==> src/ssau_pkg.sv <==
package ssau_pkg;

   // ----------------------------------------------------------------------
   // Widths and lane layout
   // ----------------------------------------------------------------------
   localparam int unsigned WORD_W  = 32;
   localparam int unsigned HALF_W  = 16;
   localparam int unsigned BYTE_W  = 8;
   localparam int unsigned LANES   = 2;
   localparam int unsigned OP_W    = 4;

   // ----------------------------------------------------------------------
   // Clamp values
   // ----------------------------------------------------------------------
   localparam logic [HALF_W-1:0] S16_MAX = 16'h7FFF;
   localparam logic [HALF_W-1:0] S16_MIN = 16'h8000;
   localparam logic [HALF_W-1:0] U16_MAX = 16'hFFFF;
   localparam logic [HALF_W-1:0] U16_MIN = 16'h0000;
   localparam logic [BYTE_W-1:0] U8_MAX  = 8'hFF;
   localparam logic [BYTE_W-1:0] U8_MIN  = 8'h00;
   localparam logic [WORD_W-1:0] S32_MAX = 32'h7FFFFFFF;
   localparam logic [WORD_W-1:0] S32_MIN = 32'h80000000;

   // ----------------------------------------------------------------------
   // Reset values
   // ----------------------------------------------------------------------
   localparam logic [WORD_W-1:0] WB_DATA_RST = 32'h00000000;
   localparam logic              SAT_RST     = 1'h0;

   // ----------------------------------------------------------------------
   // Operation codes
   // ----------------------------------------------------------------------
   typedef enum logic [OP_W-1:0] {
      signed_add_sub_exchange    = 4'h0,
      signed_sub_add_exchange    = 4'h1,
      doubling_sat_add           = 4'h2,
      doubling_sat_sub           = 4'h3,
      unsigned_add_sub_exchange  = 4'h4,
      unsigned_sub_add_exchange  = 4'h5,
      unsigned_halfword_sat_add  = 4'h6,
      unsigned_byte_sat_add      = 4'h7,
      unsigned_halfword_sat_sub  = 4'h8,
      unsigned_byte_sat_sub      = 4'h9
   } ssau_op_t;

endpackage

==> src/ssau_lane_if.sv <==
`timescale 1ns/1ps
interface ssau_lane_if;
   import ssau_pkg::*;
   logic [HALF_W-1:0] a;
   logic [HALF_W-1:0] b;
   logic              sub;
   logic              sgn;
   logic              byte_mode;
   logic [HALF_W-1:0] res;

   modport alu (input a, input b, input sub, input sgn, input byte_mode, output res);
   modport ctl (output a, output b, output sub, output sgn, output byte_mode, input res);
endinterface

==> src/ssau_lane_alu.sv <==
`timescale 1ns/1ps
module ssau_lane_alu
   import ssau_pkg::*;
(
   ssau_lane_if.alu lane
);

   // ----------------------------------------------------------------------
   // Halfword arithmetic, one bit wider than the lane
   // ----------------------------------------------------------------------
   wire [HALF_W:0] a_ext = {lane.sgn & lane.a[HALF_W-1], lane.a};
   wire [HALF_W:0] b_ext = {lane.sgn & lane.b[HALF_W-1], lane.b};
   wire [HALF_W:0] h_raw = lane.sub ? (a_ext - b_ext) : (a_ext + b_ext);

   // Signed overflow shows as disagreement of the top two bits.
   wire            s_ovf = h_raw[HALF_W] ^ h_raw[HALF_W-1];
   wire [HALF_W-1:0] s_res = s_ovf ? (h_raw[HALF_W] ? S16_MIN : S16_MAX)
                                   : h_raw[HALF_W-1:0];
   // Unsigned: the extra bit is a carry on add and a borrow on subtract.
   wire [HALF_W-1:0] u_res = h_raw[HALF_W] ? (lane.sub ? U16_MIN : U16_MAX)
                                           : h_raw[HALF_W-1:0];

   // ----------------------------------------------------------------------
   // Two independent byte lanes
   // ----------------------------------------------------------------------
   wire [HALF_W-1:0] byte_res;

   // Each byte keeps its own carry or borrow, so no lane can spill into its neighbour.
   genvar bi;
   generate
      for (bi = 0; bi < HALF_W / BYTE_W; bi = bi + 1) begin : g_byte
         wire [BYTE_W-1:0] ba   = lane.a[bi*BYTE_W +: BYTE_W];
         wire [BYTE_W-1:0] bb   = lane.b[bi*BYTE_W +: BYTE_W];
         wire [BYTE_W:0]   braw = lane.sub ? ({1'h0, ba} - {1'h0, bb}) : ({1'h0, ba} + {1'h0, bb});
         assign byte_res[bi*BYTE_W +: BYTE_W] = braw[BYTE_W] ? (lane.sub ? U8_MIN : U8_MAX)
                                                             : braw[BYTE_W-1:0];
      end
   endgenerate

   assign lane.res = lane.byte_mode ? byte_res : (lane.sgn ? s_res : u_res);

endmodule

==> src/ssau_top.sv <==
`timescale 1ns/1ps
module ssau_top
   import ssau_pkg::*;
(
   input  wire logic              i_ref_clk,
   input  wire logic              i_rst_n,
   input  wire logic              i_issue,
   input  wire logic [OP_W-1:0]   i_opcode,
   input  wire logic              i_cond_pass,
   input  wire logic [WORD_W-1:0] i_first_operand,
   input  wire logic [WORD_W-1:0] i_second_operand,
   input  wire logic              i_status_write,
   input  wire logic              i_status_sat_wdata,
   output logic                   o_wb_valid,
   output logic [WORD_W-1:0]      o_wb_data,
   output logic                   o_sat_flag
);

   // ----------------------------------------------------------------------
   // Opcode decode
   // ----------------------------------------------------------------------
   wire ssau_op_t op = ssau_op_t'(i_opcode);

   wire is_sasx  = (op == signed_add_sub_exchange);
   wire is_ssax  = (op == signed_sub_add_exchange);
   wire is_uasx  = (op == unsigned_add_sub_exchange);
   wire is_usax  = (op == unsigned_sub_add_exchange);
   wire is_hadd  = (op == unsigned_halfword_sat_add);
   wire is_hsub  = (op == unsigned_halfword_sat_sub);
   wire is_badd  = (op == unsigned_byte_sat_add);
   wire is_bsub  = (op == unsigned_byte_sat_sub);
   wire is_dadd  = (op == doubling_sat_add);
   wire is_dsub  = (op == doubling_sat_sub);

   wire is_dbl   = is_dadd | is_dsub;
   wire is_exch  = is_sasx | is_ssax | is_uasx | is_usax;
   wire is_lane  = is_exch | is_hadd | is_hsub | is_badd | is_bsub;
   wire is_known = is_lane | is_dbl;

   // Per lane subtract select; lane 1 is the upper halfword.
   wire [LANES-1:0] lane_sub;
   assign lane_sub[1] = is_ssax | is_usax | is_hsub | is_bsub;
   assign lane_sub[0] = is_sasx | is_uasx | is_hsub | is_bsub;
   wire lane_sgn  = is_sasx | is_ssax;
   wire lane_byte = is_badd | is_bsub;

   // ----------------------------------------------------------------------
   // Halfword lanes
   // ----------------------------------------------------------------------
   wire [WORD_W-1:0] lane_word;

   genvar gi;
   generate
      for (gi = 0; gi < LANES; gi = gi + 1) begin : g_lane
         ssau_lane_if lif ();
         assign lif.a  = i_first_operand[gi*HALF_W +: HALF_W];
         // Exchange forms pair each first-operand half with the opposite second-operand half.
         assign lif.b  = is_exch ? i_second_operand[(LANES-1-gi)*HALF_W +: HALF_W]
                                 : i_second_operand[gi*HALF_W +: HALF_W];
         assign lif.sub       = lane_sub[gi];
         assign lif.sgn       = lane_sgn;
         assign lif.byte_mode = lane_byte;
         ssau_lane_alu u_alu (
            .lane (lif.alu)
         );
         assign lane_word[gi*HALF_W +: HALF_W] = lif.res;
      end
   endgenerate

   // ----------------------------------------------------------------------
   // Doubling add and subtract
   // ----------------------------------------------------------------------
   // Doubling overflows exactly when the top two bits of the second operand differ.
   wire              dbl_ovf = i_second_operand[WORD_W-1] ^ i_second_operand[WORD_W-2];
   wire [WORD_W-1:0] dbl_val = dbl_ovf ? (i_second_operand[WORD_W-1] ? S32_MIN : S32_MAX)
                                       : {i_second_operand[WORD_W-2:0], 1'h0};
   wire [WORD_W:0]   fin_a   = {i_first_operand[WORD_W-1], i_first_operand};
   wire [WORD_W:0]   fin_b   = {dbl_val[WORD_W-1], dbl_val};
   wire [WORD_W:0]   fin_raw = is_dsub ? (fin_a - fin_b) : (fin_a + fin_b);
   wire              fin_ovf = fin_raw[WORD_W] ^ fin_raw[WORD_W-1];
   wire [WORD_W-1:0] dbl_res = fin_ovf ? (fin_raw[WORD_W] ? S32_MIN : S32_MAX)
                                       : fin_raw[WORD_W-1:0];
   wire              dbl_sat = dbl_ovf | fin_ovf;

   // ----------------------------------------------------------------------
   // Commit
   // ----------------------------------------------------------------------
   // An unknown opcode is dropped rather than written, so stray decode cannot corrupt a register.
   wire              commit   = i_issue & i_cond_pass & is_known;
   wire [WORD_W-1:0] res_word = is_dbl ? dbl_res : lane_word;
   // Lane ops never raise the flag, so only doubling feeds the set term.
   wire              sat_set  = commit & is_dbl & dbl_sat;
   // A set arriving with a clearing status write still wins.
   wire              sat_d    = sat_set | (i_status_write ? i_status_sat_wdata : o_sat_flag);
   wire [WORD_W-1:0] wb_d     = commit ? res_word : o_wb_data;

   // The unit owns no condition flags at all, so they are never written here.
   always_ff @(posedge i_ref_clk or negedge i_rst_n) begin
      if (!i_rst_n) begin
         o_wb_valid <= 1'h0;
         o_wb_data  <= WB_DATA_RST;
         o_sat_flag <= SAT_RST;
      end else begin
         o_wb_valid <= commit;
         o_wb_data  <= wb_d;
         o_sat_flag <= sat_d;
      end
   end

endmodule

==> config.mk <==
export PLATFORM = sky130hd
export DESIGN_NAME = ssau_top
export DESIGN_NICKNAME = d
export VERILOG_FILES = /design/src/ssau_pkg.sv /design/src/ssau_lane_if.sv /design/src/ssau_lane_alu.sv /design/src/ssau_top.sv
export SDC_FILE = /design/constraint.sdc
export NUM_CORES = 1
export LEC_CHECK = 0
export ABC_CLOCK_PERIOD_IN_PS = 1100
export BUFFER_PORTS_ARGS = -buffer_cell sky130_fd_sc_hd__buf_2
export CORE_MARGIN = 1.5
export CORE_UTILIZATION = 30
export CTS_CLUSTER_SIZE = 14
export DETAILED_ROUTE_END_ITERATION = 10
export GPL_ROUTABILITY_DRIVEN = 0
export RECOVER_POWER = 100
export SLEW_MARGIN = 20
export SYNTH_ARGS = -nofsm -noshare
export SYNTH_HDL_FRONTEND = slang
export SYNTH_SLANG_ARGS = --single-unit
==> constraint.sdc <==
create_clock -name i_ref_clk -period 1.1 [get_ports i_ref_clk]
set_clock_uncertainty 0.1 [all_clocks]
set_input_delay 0.22 -clock i_ref_clk [delete_from_list [all_inputs] [get_ports i_ref_clk]]
set_output_delay 0.22 -clock i_ref_clk [all_outputs]
set_load 0.01 [all_outputs]
==> flow_summary.yaml, run 1 <==
outcome:
  status: "finished, violations left"
  violations: "setup timing"
floorplanning:
  die_h_um: 172
  fp-row-count: 61
  initial_utilization_pct: 30.7
  dieArea_um2: 29700
  die_width_um: 172
  core_um2: 28000
  pin_count: 108
final_layout:
  fin_cells: 2182
  fillers: 2691
  n_antenna_cell: 0
  area_growth_syn_to_layout_pct: 66.8
  drive_gt1_share_pct: 42.4
  regArea_um2: 851
  multi_input_comb_area_um2: 7980
  num-nets-final: 1971
cts:
  ctsLongestPathBuffers: 2
  h-tree-depth: 2
  cts_root_buffer: "clkbuf_16"
  cts_buffers: 5
  path_clk_slew_ns: 0.05
  insertion_delay_ns: 0.28
  cts_sinks: 34
  cts_tree: "done"
timing:
  drv_slew: 0
  rsz0062_at_grt: "true"
  max_freq_mhz: 214
  min_period_ns: 4.66
  finalSetupTns_ns: -115.09
  fin_crit_sh_pct: 424
  hold_violations: 0
  slew_headroom_pct: 56.5
  setup_viol_count_final: 66
  tightest_slew_ns: 0.644
  setup_ws_ns: -3.56
routing:
  drt_pass1_iterations: 5
  vias: 11800
  drtIter0Drc: 1043
  finalWirelength_um: 40100
  ant_nets: 0
  vias_per_cell: 5.39
  post_drt_wl_per_cell_um: 18.4
  drc: 0
power:
  ir_worst_vdd_v: 0.000698
  power_density_nw_per_um2: 1270
  leakage_uw: 0.00689
worst_setup_path:
  path_class: "in2reg"
  r2r-start: "o_wb_data[15]$_DFFE_PN0P_"
  cp-start-kind: "primary input"
  rrSetupSlack_ns: -0.23
  r2r-end: "o_wb_data[15]$_DFFE_PN0P_"
  worstRegToRegCells: 4
  required_ns: 1.15
  critical_path_arrival_ns: 4.72
  critPathMaxFanout: 8
  end_kind: "register"
place:
  placed_cells: 2118
  dp_hpwl_um: 33200
  port_buffers: 107
  post-place-ws_ns: -4.23
hold_path:
  min_delay_path_depth: 3
  worstHoldStart: "i_status_sat_wdata"
  hold_path_class: "in2reg"
  whs_endpoint: "o_sat_flag$_DFF_PN0_"
synth:
  ys_dominant_reg_cell: "dfrtp_1"
  syn_inst: 1217
  ys_seq_area_share_pct: 9.89
  ys_ff_latch: 34
  synth_largest_area_cell: "ha_1"
  ys.warnings.count: 0
  syn_avg_cell_area_um2: 7.07
  synth-edff-count: 0
  ys_top_cells_by_area: "ha_1 (13%), dfrtp_1 (9.9%), xnor2_1 (8.0%)"
  yosys.area.top_type_share_pct: 12.9
  netlist_area_um2: 8610
  synth_nets: 1385
  async_flop_share_pct: 100
  synth_cell_types: 72
grt:
  grt_usage_pct: 26.6
  grt_pass1_vias: 11300
  grt_max_degree: 35
  antenna_found_initial: 0
  globalRoute.totalOverflow: 0
  grt_pass1_wl_um: 60600
job:
  maxCapViolCount: 0
## timing repair
action,4_1_cts,5_1_grt
gates cloned,4,0
hold buffers,1,0
endpoints found under the setup margin,67,68
resized for setup,109,37
setup buffers,35,16
hold endpoints to repair,34,0
pin swaps,16,27
## layout make-up
cell class | count | share of cell area, %
sequential | 34 | 5.93
clock buffer | 6 | 0.898
multi-input combinational | 1087 | 55.6
tap | 378 | 3.29
inverter | 38 | 1.05
clock inverter | 2 | 0.0959
timing repair buffer | 637 | 33.2
## layer usage
metal | vias to the layer above | track usage [%] | part of all wire, %
met1 | 5461 | 34.8 | 43
met5 | - | 0 | 0
li1 | 5655 | - | -
met3 | 110 | 5.70 | 8.7
met4 | 0 | 9.72 | 4.0
met2 | 526 | 42.8 | 44
## state kept, by name, indices dropped and copies added, names as in the netlist
name / flops
o_sat_flag: 1
o_wb_valid: 1
o_wb_data: 32
## through the flow
stage / power [uW] / area, um^2 / util, % / hold slack [ns]
floorplan: 8660 / 8820 / - / -0.176
global placement: 14400 / 13100 / 46.7 / 0.0976
detailed placement: 14600 / 13100 / 46.7 / 0.0974
CTS: 17300 / 14000 / 50.1 / 0.0927
global route: 19400 / 14400 / 51.3 / 0.0975
finish: 18200 / 14400 / 51.3 / 0.0843
## cells in the final DEF (no fill, tap or decap), drive strengths merged, types with 5 or more instances in the layout
cell type,netlist,routed
or3,13,13
xnor2,79,79
a221oi,11,11
nor4,6,6
and3,9,9
clkbuf,45,6
nor3,33,33
nand3,29,29
o21a,14,14
nor2,122,122
inv,38,38
fa,5,5
o21bai,6,6
nand4,13,13
a31oi,22,22
o31ai,21,21
nand2b,21,21
o31a,5,5
o221ai,5,5
dfrtp,34,34
o22ai,8,8
mux2i,38,38
or2,8,8
nand2,106,106
a21oi,115,115
o21ai,100,100
nor2b,14,14
and2,10,11
xor2,60,60
a21o,35,35
a211oi,23,23
buf,14,635
o211ai,11,11
ha,89,89
## cell usage after synthesis, types with 6 or more instances
| master | n |
|---|---|
| a211oi_1 | 22 |
| a21o_1 | 35 |
| a21oi_1 | 114 |
| a221oi_1 | 11 |
| a31oi_1 | 22 |
| and2_1 | 9 |
| and3_1 | 9 |
| buf_1 | 6 |
| buf_2 | 6 |
| clkbuf_1 | 44 |
| dfrtp_1 | 34 |
| ha_1 | 89 |
| inv_1 | 38 |
| mux2i_1 | 38 |
| nand2_1 | 106 |
| nand2b_1 | 21 |
| nand3_1 | 29 |
| nand4_1 | 13 |
| nor2_1 | 122 |
| nor2b_1 | 14 |
| nor3_1 | 33 |
| o211ai_1 | 11 |
| o21a_1 | 14 |
| o21ai_0 | 98 |
| o21bai_1 | 6 |
| o22ai_1 | 8 |
| o31ai_1 | 21 |
| or3_1 | 13 |
| xnor2_1 | 79 |
| xor2_1 | 60 |
## kinds of logic after synthesis
| logic type | synth area share [%] |
|---|---|
| AOI/OAI and AO/OA | 30.6 |
| xor gates and xnor gates | 14.1 |
| adders and majority gates | 14.3 |
| buffers and inverters | 4.51 |
| DFF | 9.89 |
| muxes | 4.68 |
| and+or+nand+nor | 21.8 |
## critical path, cell delays in order
cell and delay (ns):
buf_6 0.10, ha_4 0.32, inv_4 0.05, buf_6 0.11, o21ai_2 0.10, ha_2 0.18
nand2b_1 0.08, a21oi_2 0.15, o21ai_2 0.11, a21oi_2 0.15, nand2_2 0.12, a21oi_2 0.17
and2_4 0.18, nor2_4 0.04, xor2_1 0.14, ha_1 0.30, a21o_1 0.19, a21oi_2 0.11
nor2b_1 0.07, a2111o_1 0.38, a221oi_2 0.32, o21ai_2 0.11, xnor2_2 0.16, or2_4 0.32
buf_12 0.16, a2111oi_4 0.31, a211oi_2 0.06
## where the power goes
group	total (uW)	switching [uW]	internal (uW)
registers	1980	291	1690
clock network	1390	552	839
logic	14800	7450	7390
## worst max-delay path by stage
stage / from / endpoint / cells past startpoint
floorplan: i_second_operand[31] / o_wb_data[13]$_DFFE_PN0P_ / 30
global placement: i_second_operand[30] / o_wb_data[8]$_DFFE_PN0P_ / 21
detailed placement: i_second_operand[30] / o_wb_data[6]$_DFFE_PN0P_ / 23
CTS: i_second_operand[30] / o_wb_data[8]$_DFFE_PN0P_ / 28
global route: i_second_operand[30] / o_wb_data[12]$_DFFE_PN0P_ / 29
finish: i_second_operand[31] / o_wb_data[25]$_DFFE_PN0P_ / 27
(Power assumes the default switching activity.)
==> inputs of run 2 (changes only) <==
SYNTH_HIERARCHICAL = 1   (was default)
==> run 2 against run 1 <==
  * The run still ends with setup timing left
  * Final area is 14% higher
  * First-iteration DRC count is 11% higher
  * Largest power group unchanged
  * Final cell count is 6.4% higher
  * Critical endpoint is now o_wb_data[6]$_DFFE_PN0P_
  * Synthesized cell count is 5.6% higher
  * Register-to-register slack worse by 0.03 ns
  * Total power is 16% higher
==> flow_summary.yaml, run 2 <==
worst_setup_path:
  critPathMaxFanout: 8
  crit_slowest_cell: "or4b_4"
  cp-start-kind: "primary input"
  critPathMostFrequentCell: "a21oi_2"
  crit_chain: "buf_8 -> nor2_4 -> buf_12 -> buf_6 -> mux2_4 -> inv_4 -> ha_4 -> or4b_4 -> nor2b_4 -> a21oi_2 -> xnor2_2 -> ha_1 -> and3_4 -> nand2_2 -> nor3_2 -> o21ai_2 -> a41oi_4 -> nand2_4 -> buf_4 -> a2111oi_2 -> a211oi_1 -> or3_1 -> o21ai_1 -> a21oi_2"
  slowest_delay_ns: 0.50
  path_buf_inv: 5
  critical_path_arrival_ns: 4.61
  path_class: "in2reg"
  required_ns: 1.17
  end_kind: "register"
  crit_family: "simple AND/OR/NAND/NOR gates"
grt:
  grt_usage_pct: 24.7
  globalRoute.totalOverflow: 0
  grt_pass1_vias: 12100
  antenna_found_initial: 0
  grt_pass1_wl_um: 64900
  grt_max_degree: 35
timing:
  hold_slack_ns: 0.192
  setup_ws_ns: -3.44
  min_period_ns: 4.54
  max_freq_mhz: 220
  fin_crit_sh_pct: 412
  rsz0062_at_grt: "true"
  tightest_slew_ns: 0.534
  finalSetupTns_ns: -111.43
  drv_slew: 0
  setup_viol_count_final: 68
  hold_violations: 0
  slew_headroom_pct: 64.0
routing:
  finalWirelength_um: 41900
  drtIter0Drc: 1153
  ant_nets: 0
  post_drt_wl_per_cell_um: 18.1
  vias: 12500
  drt_pass1_iterations: 6
  vias_per_cell: 5.39
  drc: 0
synth:
  ys.warnings.count: 6
  yosys.area.top_type_share_pct: 11.6
  netlist_area_um2: 9450
  ys_seq_area_share_pct: 9.00
  yosysMostFrequentCell: "a21oi_1"
  ys_ff_latch: 34
  synth_commonest_cells: "a21oi_1 (151), nor2_1 (107), ha_1 (88)"
  async_flop_share_pct: 100
  synth_cell_types: 92
  synth_largest_area_cell: "ha_1"
  synth-edff-count: 0
  ys_dominant_reg_cell: "dfrtp_1"
  syn_avg_cell_area_um2: 7.36
  syn_inst: 1285
  synth_nets: 1452
  ys_top_cells_by_area: "ha_1 (12%), dfrtp_1 (9.0%), xnor2_1 (8.1%)"
cts:
  cts_tree: "done"
  path_clk_slew_ns: 0.05
  cts_sinks: 34
  insertion_delay_ns: 0.28
  ctsLongestPathBuffers: 2
  cts_root_buffer: "clkbuf_16"
  cts_buffers: 5
  h-tree-depth: 2
final_layout:
  largest-register: "o_wb_data"
  num-nets-final: 2092
  fillers: 2802
  final_common_cell: "buf_4"
  reg_top3: "o_wb_data: 32 flops, o_sat_flag: 1 flops, o_wb_valid: 1 flops"
  drive_gt1_share_pct: 50.8
  largest_reg_flops: 32
  n_antenna_cell: 0
  multi_input_comb_area_um2: 9400
  regArea_um2: 851
  area_growth_syn_to_layout_pct: 73.8
  mostFrequentLayoutCells: "buf_4 (542), a21oi_1 (113), buf_2 (95)"
floorplanning:
  fp-row-count: 64
  dieArea_um2: 32600
  die_width_um: 180
  pin_count: 108
  initial_utilization_pct: 30.7
  core_um2: 30800
  die_h_um: 180
outcome:
  violations: "setup timing"
  status: "finished, violations left"
power:
  leakage_uw: 0.00755
  power_density_nw_per_um2: 1280
  switching_share_pct: 44.8
  comb_power_share_pct: 82.6
  p_int_uw: 11600
  pwr-share-clk_pct: 7.6
  switchingPower_uw: 9430
  pwr-share-seq_pct: 9.7
  ir_worst_vdd_v: 0.000793
place:
  dp_hpwl_um: 33900
  port_buffers: 107
job:
  maxCapViolCount: 0
hold_path:
  hold_path_class: "in2reg"
==> run 2: cells by family (layout without fill, tap and decap cells) <==
kind of cell	Yosys count	in the layout	share of synthesized area, %
and+or+nand+nor	405	407	22.9
DFF	34	34	9.00
muxes	38	38	4.55
buffers and inverters	111	750	4.83
xor gates and xnor gates	136	136	12.7
AOI/OAI and AO/OA	458	458	32.1
adders and majority gates	103	103	13.9
==> run 2: cell type report <==
type	instances	area share, %
Tap cell	396	3.02
Sequential cell	34	5.18
Clock inverter	3	0.244
Clock buffer	5	0.762
Timing Repair Buffer	694	32.4
Inverter	48	1.14
Multi-Input combinational cell	1142	57.2
==> run 2: layer usage <==
metal,vias up,routed length (um),track usage [%]
met2,442,19100,40.8
met4,0,1190,6.99
met3,78,2370,3.07
li1,6098,-,-
met1,5886,19200,33.5
met5,-,0,0
==> run 2: timing repair <==
| action | 4_1_cts | 5_1_grt |
|---|---|---|
| setup endpoints to repair | 67 | 68 |
| pin swaps | 102 | 51 |
| cloned | 6 | 0 |
| buffers inserted | 79 | 16 |
| gates resized for setup | 190 | 69 |
| hold endpoints to repair | 34 | 0 |
| hold buffers | 1 | 0 |
==> run 2: metrics by stage <==
stage | setup WS [ns] | area (um^2) | cells | utilization [%] | power, uW
finish | -3.44 | 16400 | 2322 | 53.3 | 21100
floorplan | -3.52 | 9910 | 1285 | - | 10100
detailed placement | -3.93 | 14300 | 2215 | 46.4 | 16300
global placement | -3.92 | 14300 | 2215 | 46.4 | 16100
CTS | -3.41 | 15900 | 2307 | 51.7 | 19900
global route | -3.62 | 16400 | 2322 | 53.3 | 22400
==> run 2: worst min-delay path, cell delays in order <==
cell and delay [ns]:
buf_2 0.07, mux2i_1 0.11, a21oi_2 0.13
==> run 2: power by group through the flow <==
| stage | combinational [uW] | clock [uW] | sequential [uW] |
|---|---|---|---|
| floorplan | 7890 | 0 | 2210 |
| global placement | 14000 | 0 | 2100 |
| detailed placement | 14200 | 0 | 2090 |
| CTS | 16200 | 1610 | 2030 |
| global route | 18600 | 1660 | 2110 |
| finish | 17400 | 1610 | 2050 |
==> run 2: final timing paths <==
check	from	end	slack [ns]	depth (start not counted)
max	i_opcode[1]	o_wb_data[6]$_DFFE_PN0P_	-3.44	24
min	i_status_sat_wdata	o_sat_flag$_DFF_PN0_	0.19	3
max reg2reg	o_sat_flag$_DFF_PN0_	o_sat_flag$_DFF_PN0_	-0.26	5
min reg2reg	o_wb_data[27]$_DFFE_PN0P_	o_wb_data[27]$_DFFE_PN0P_	0.42	2
max in group asynchronous	i_rst_n	o_wb_data[18]$_DFFE_PN0P_	0.19	3
min in group asynchronous	i_rst_n	o_wb_data[2]$_DFFE_PN0P_	0.41	3
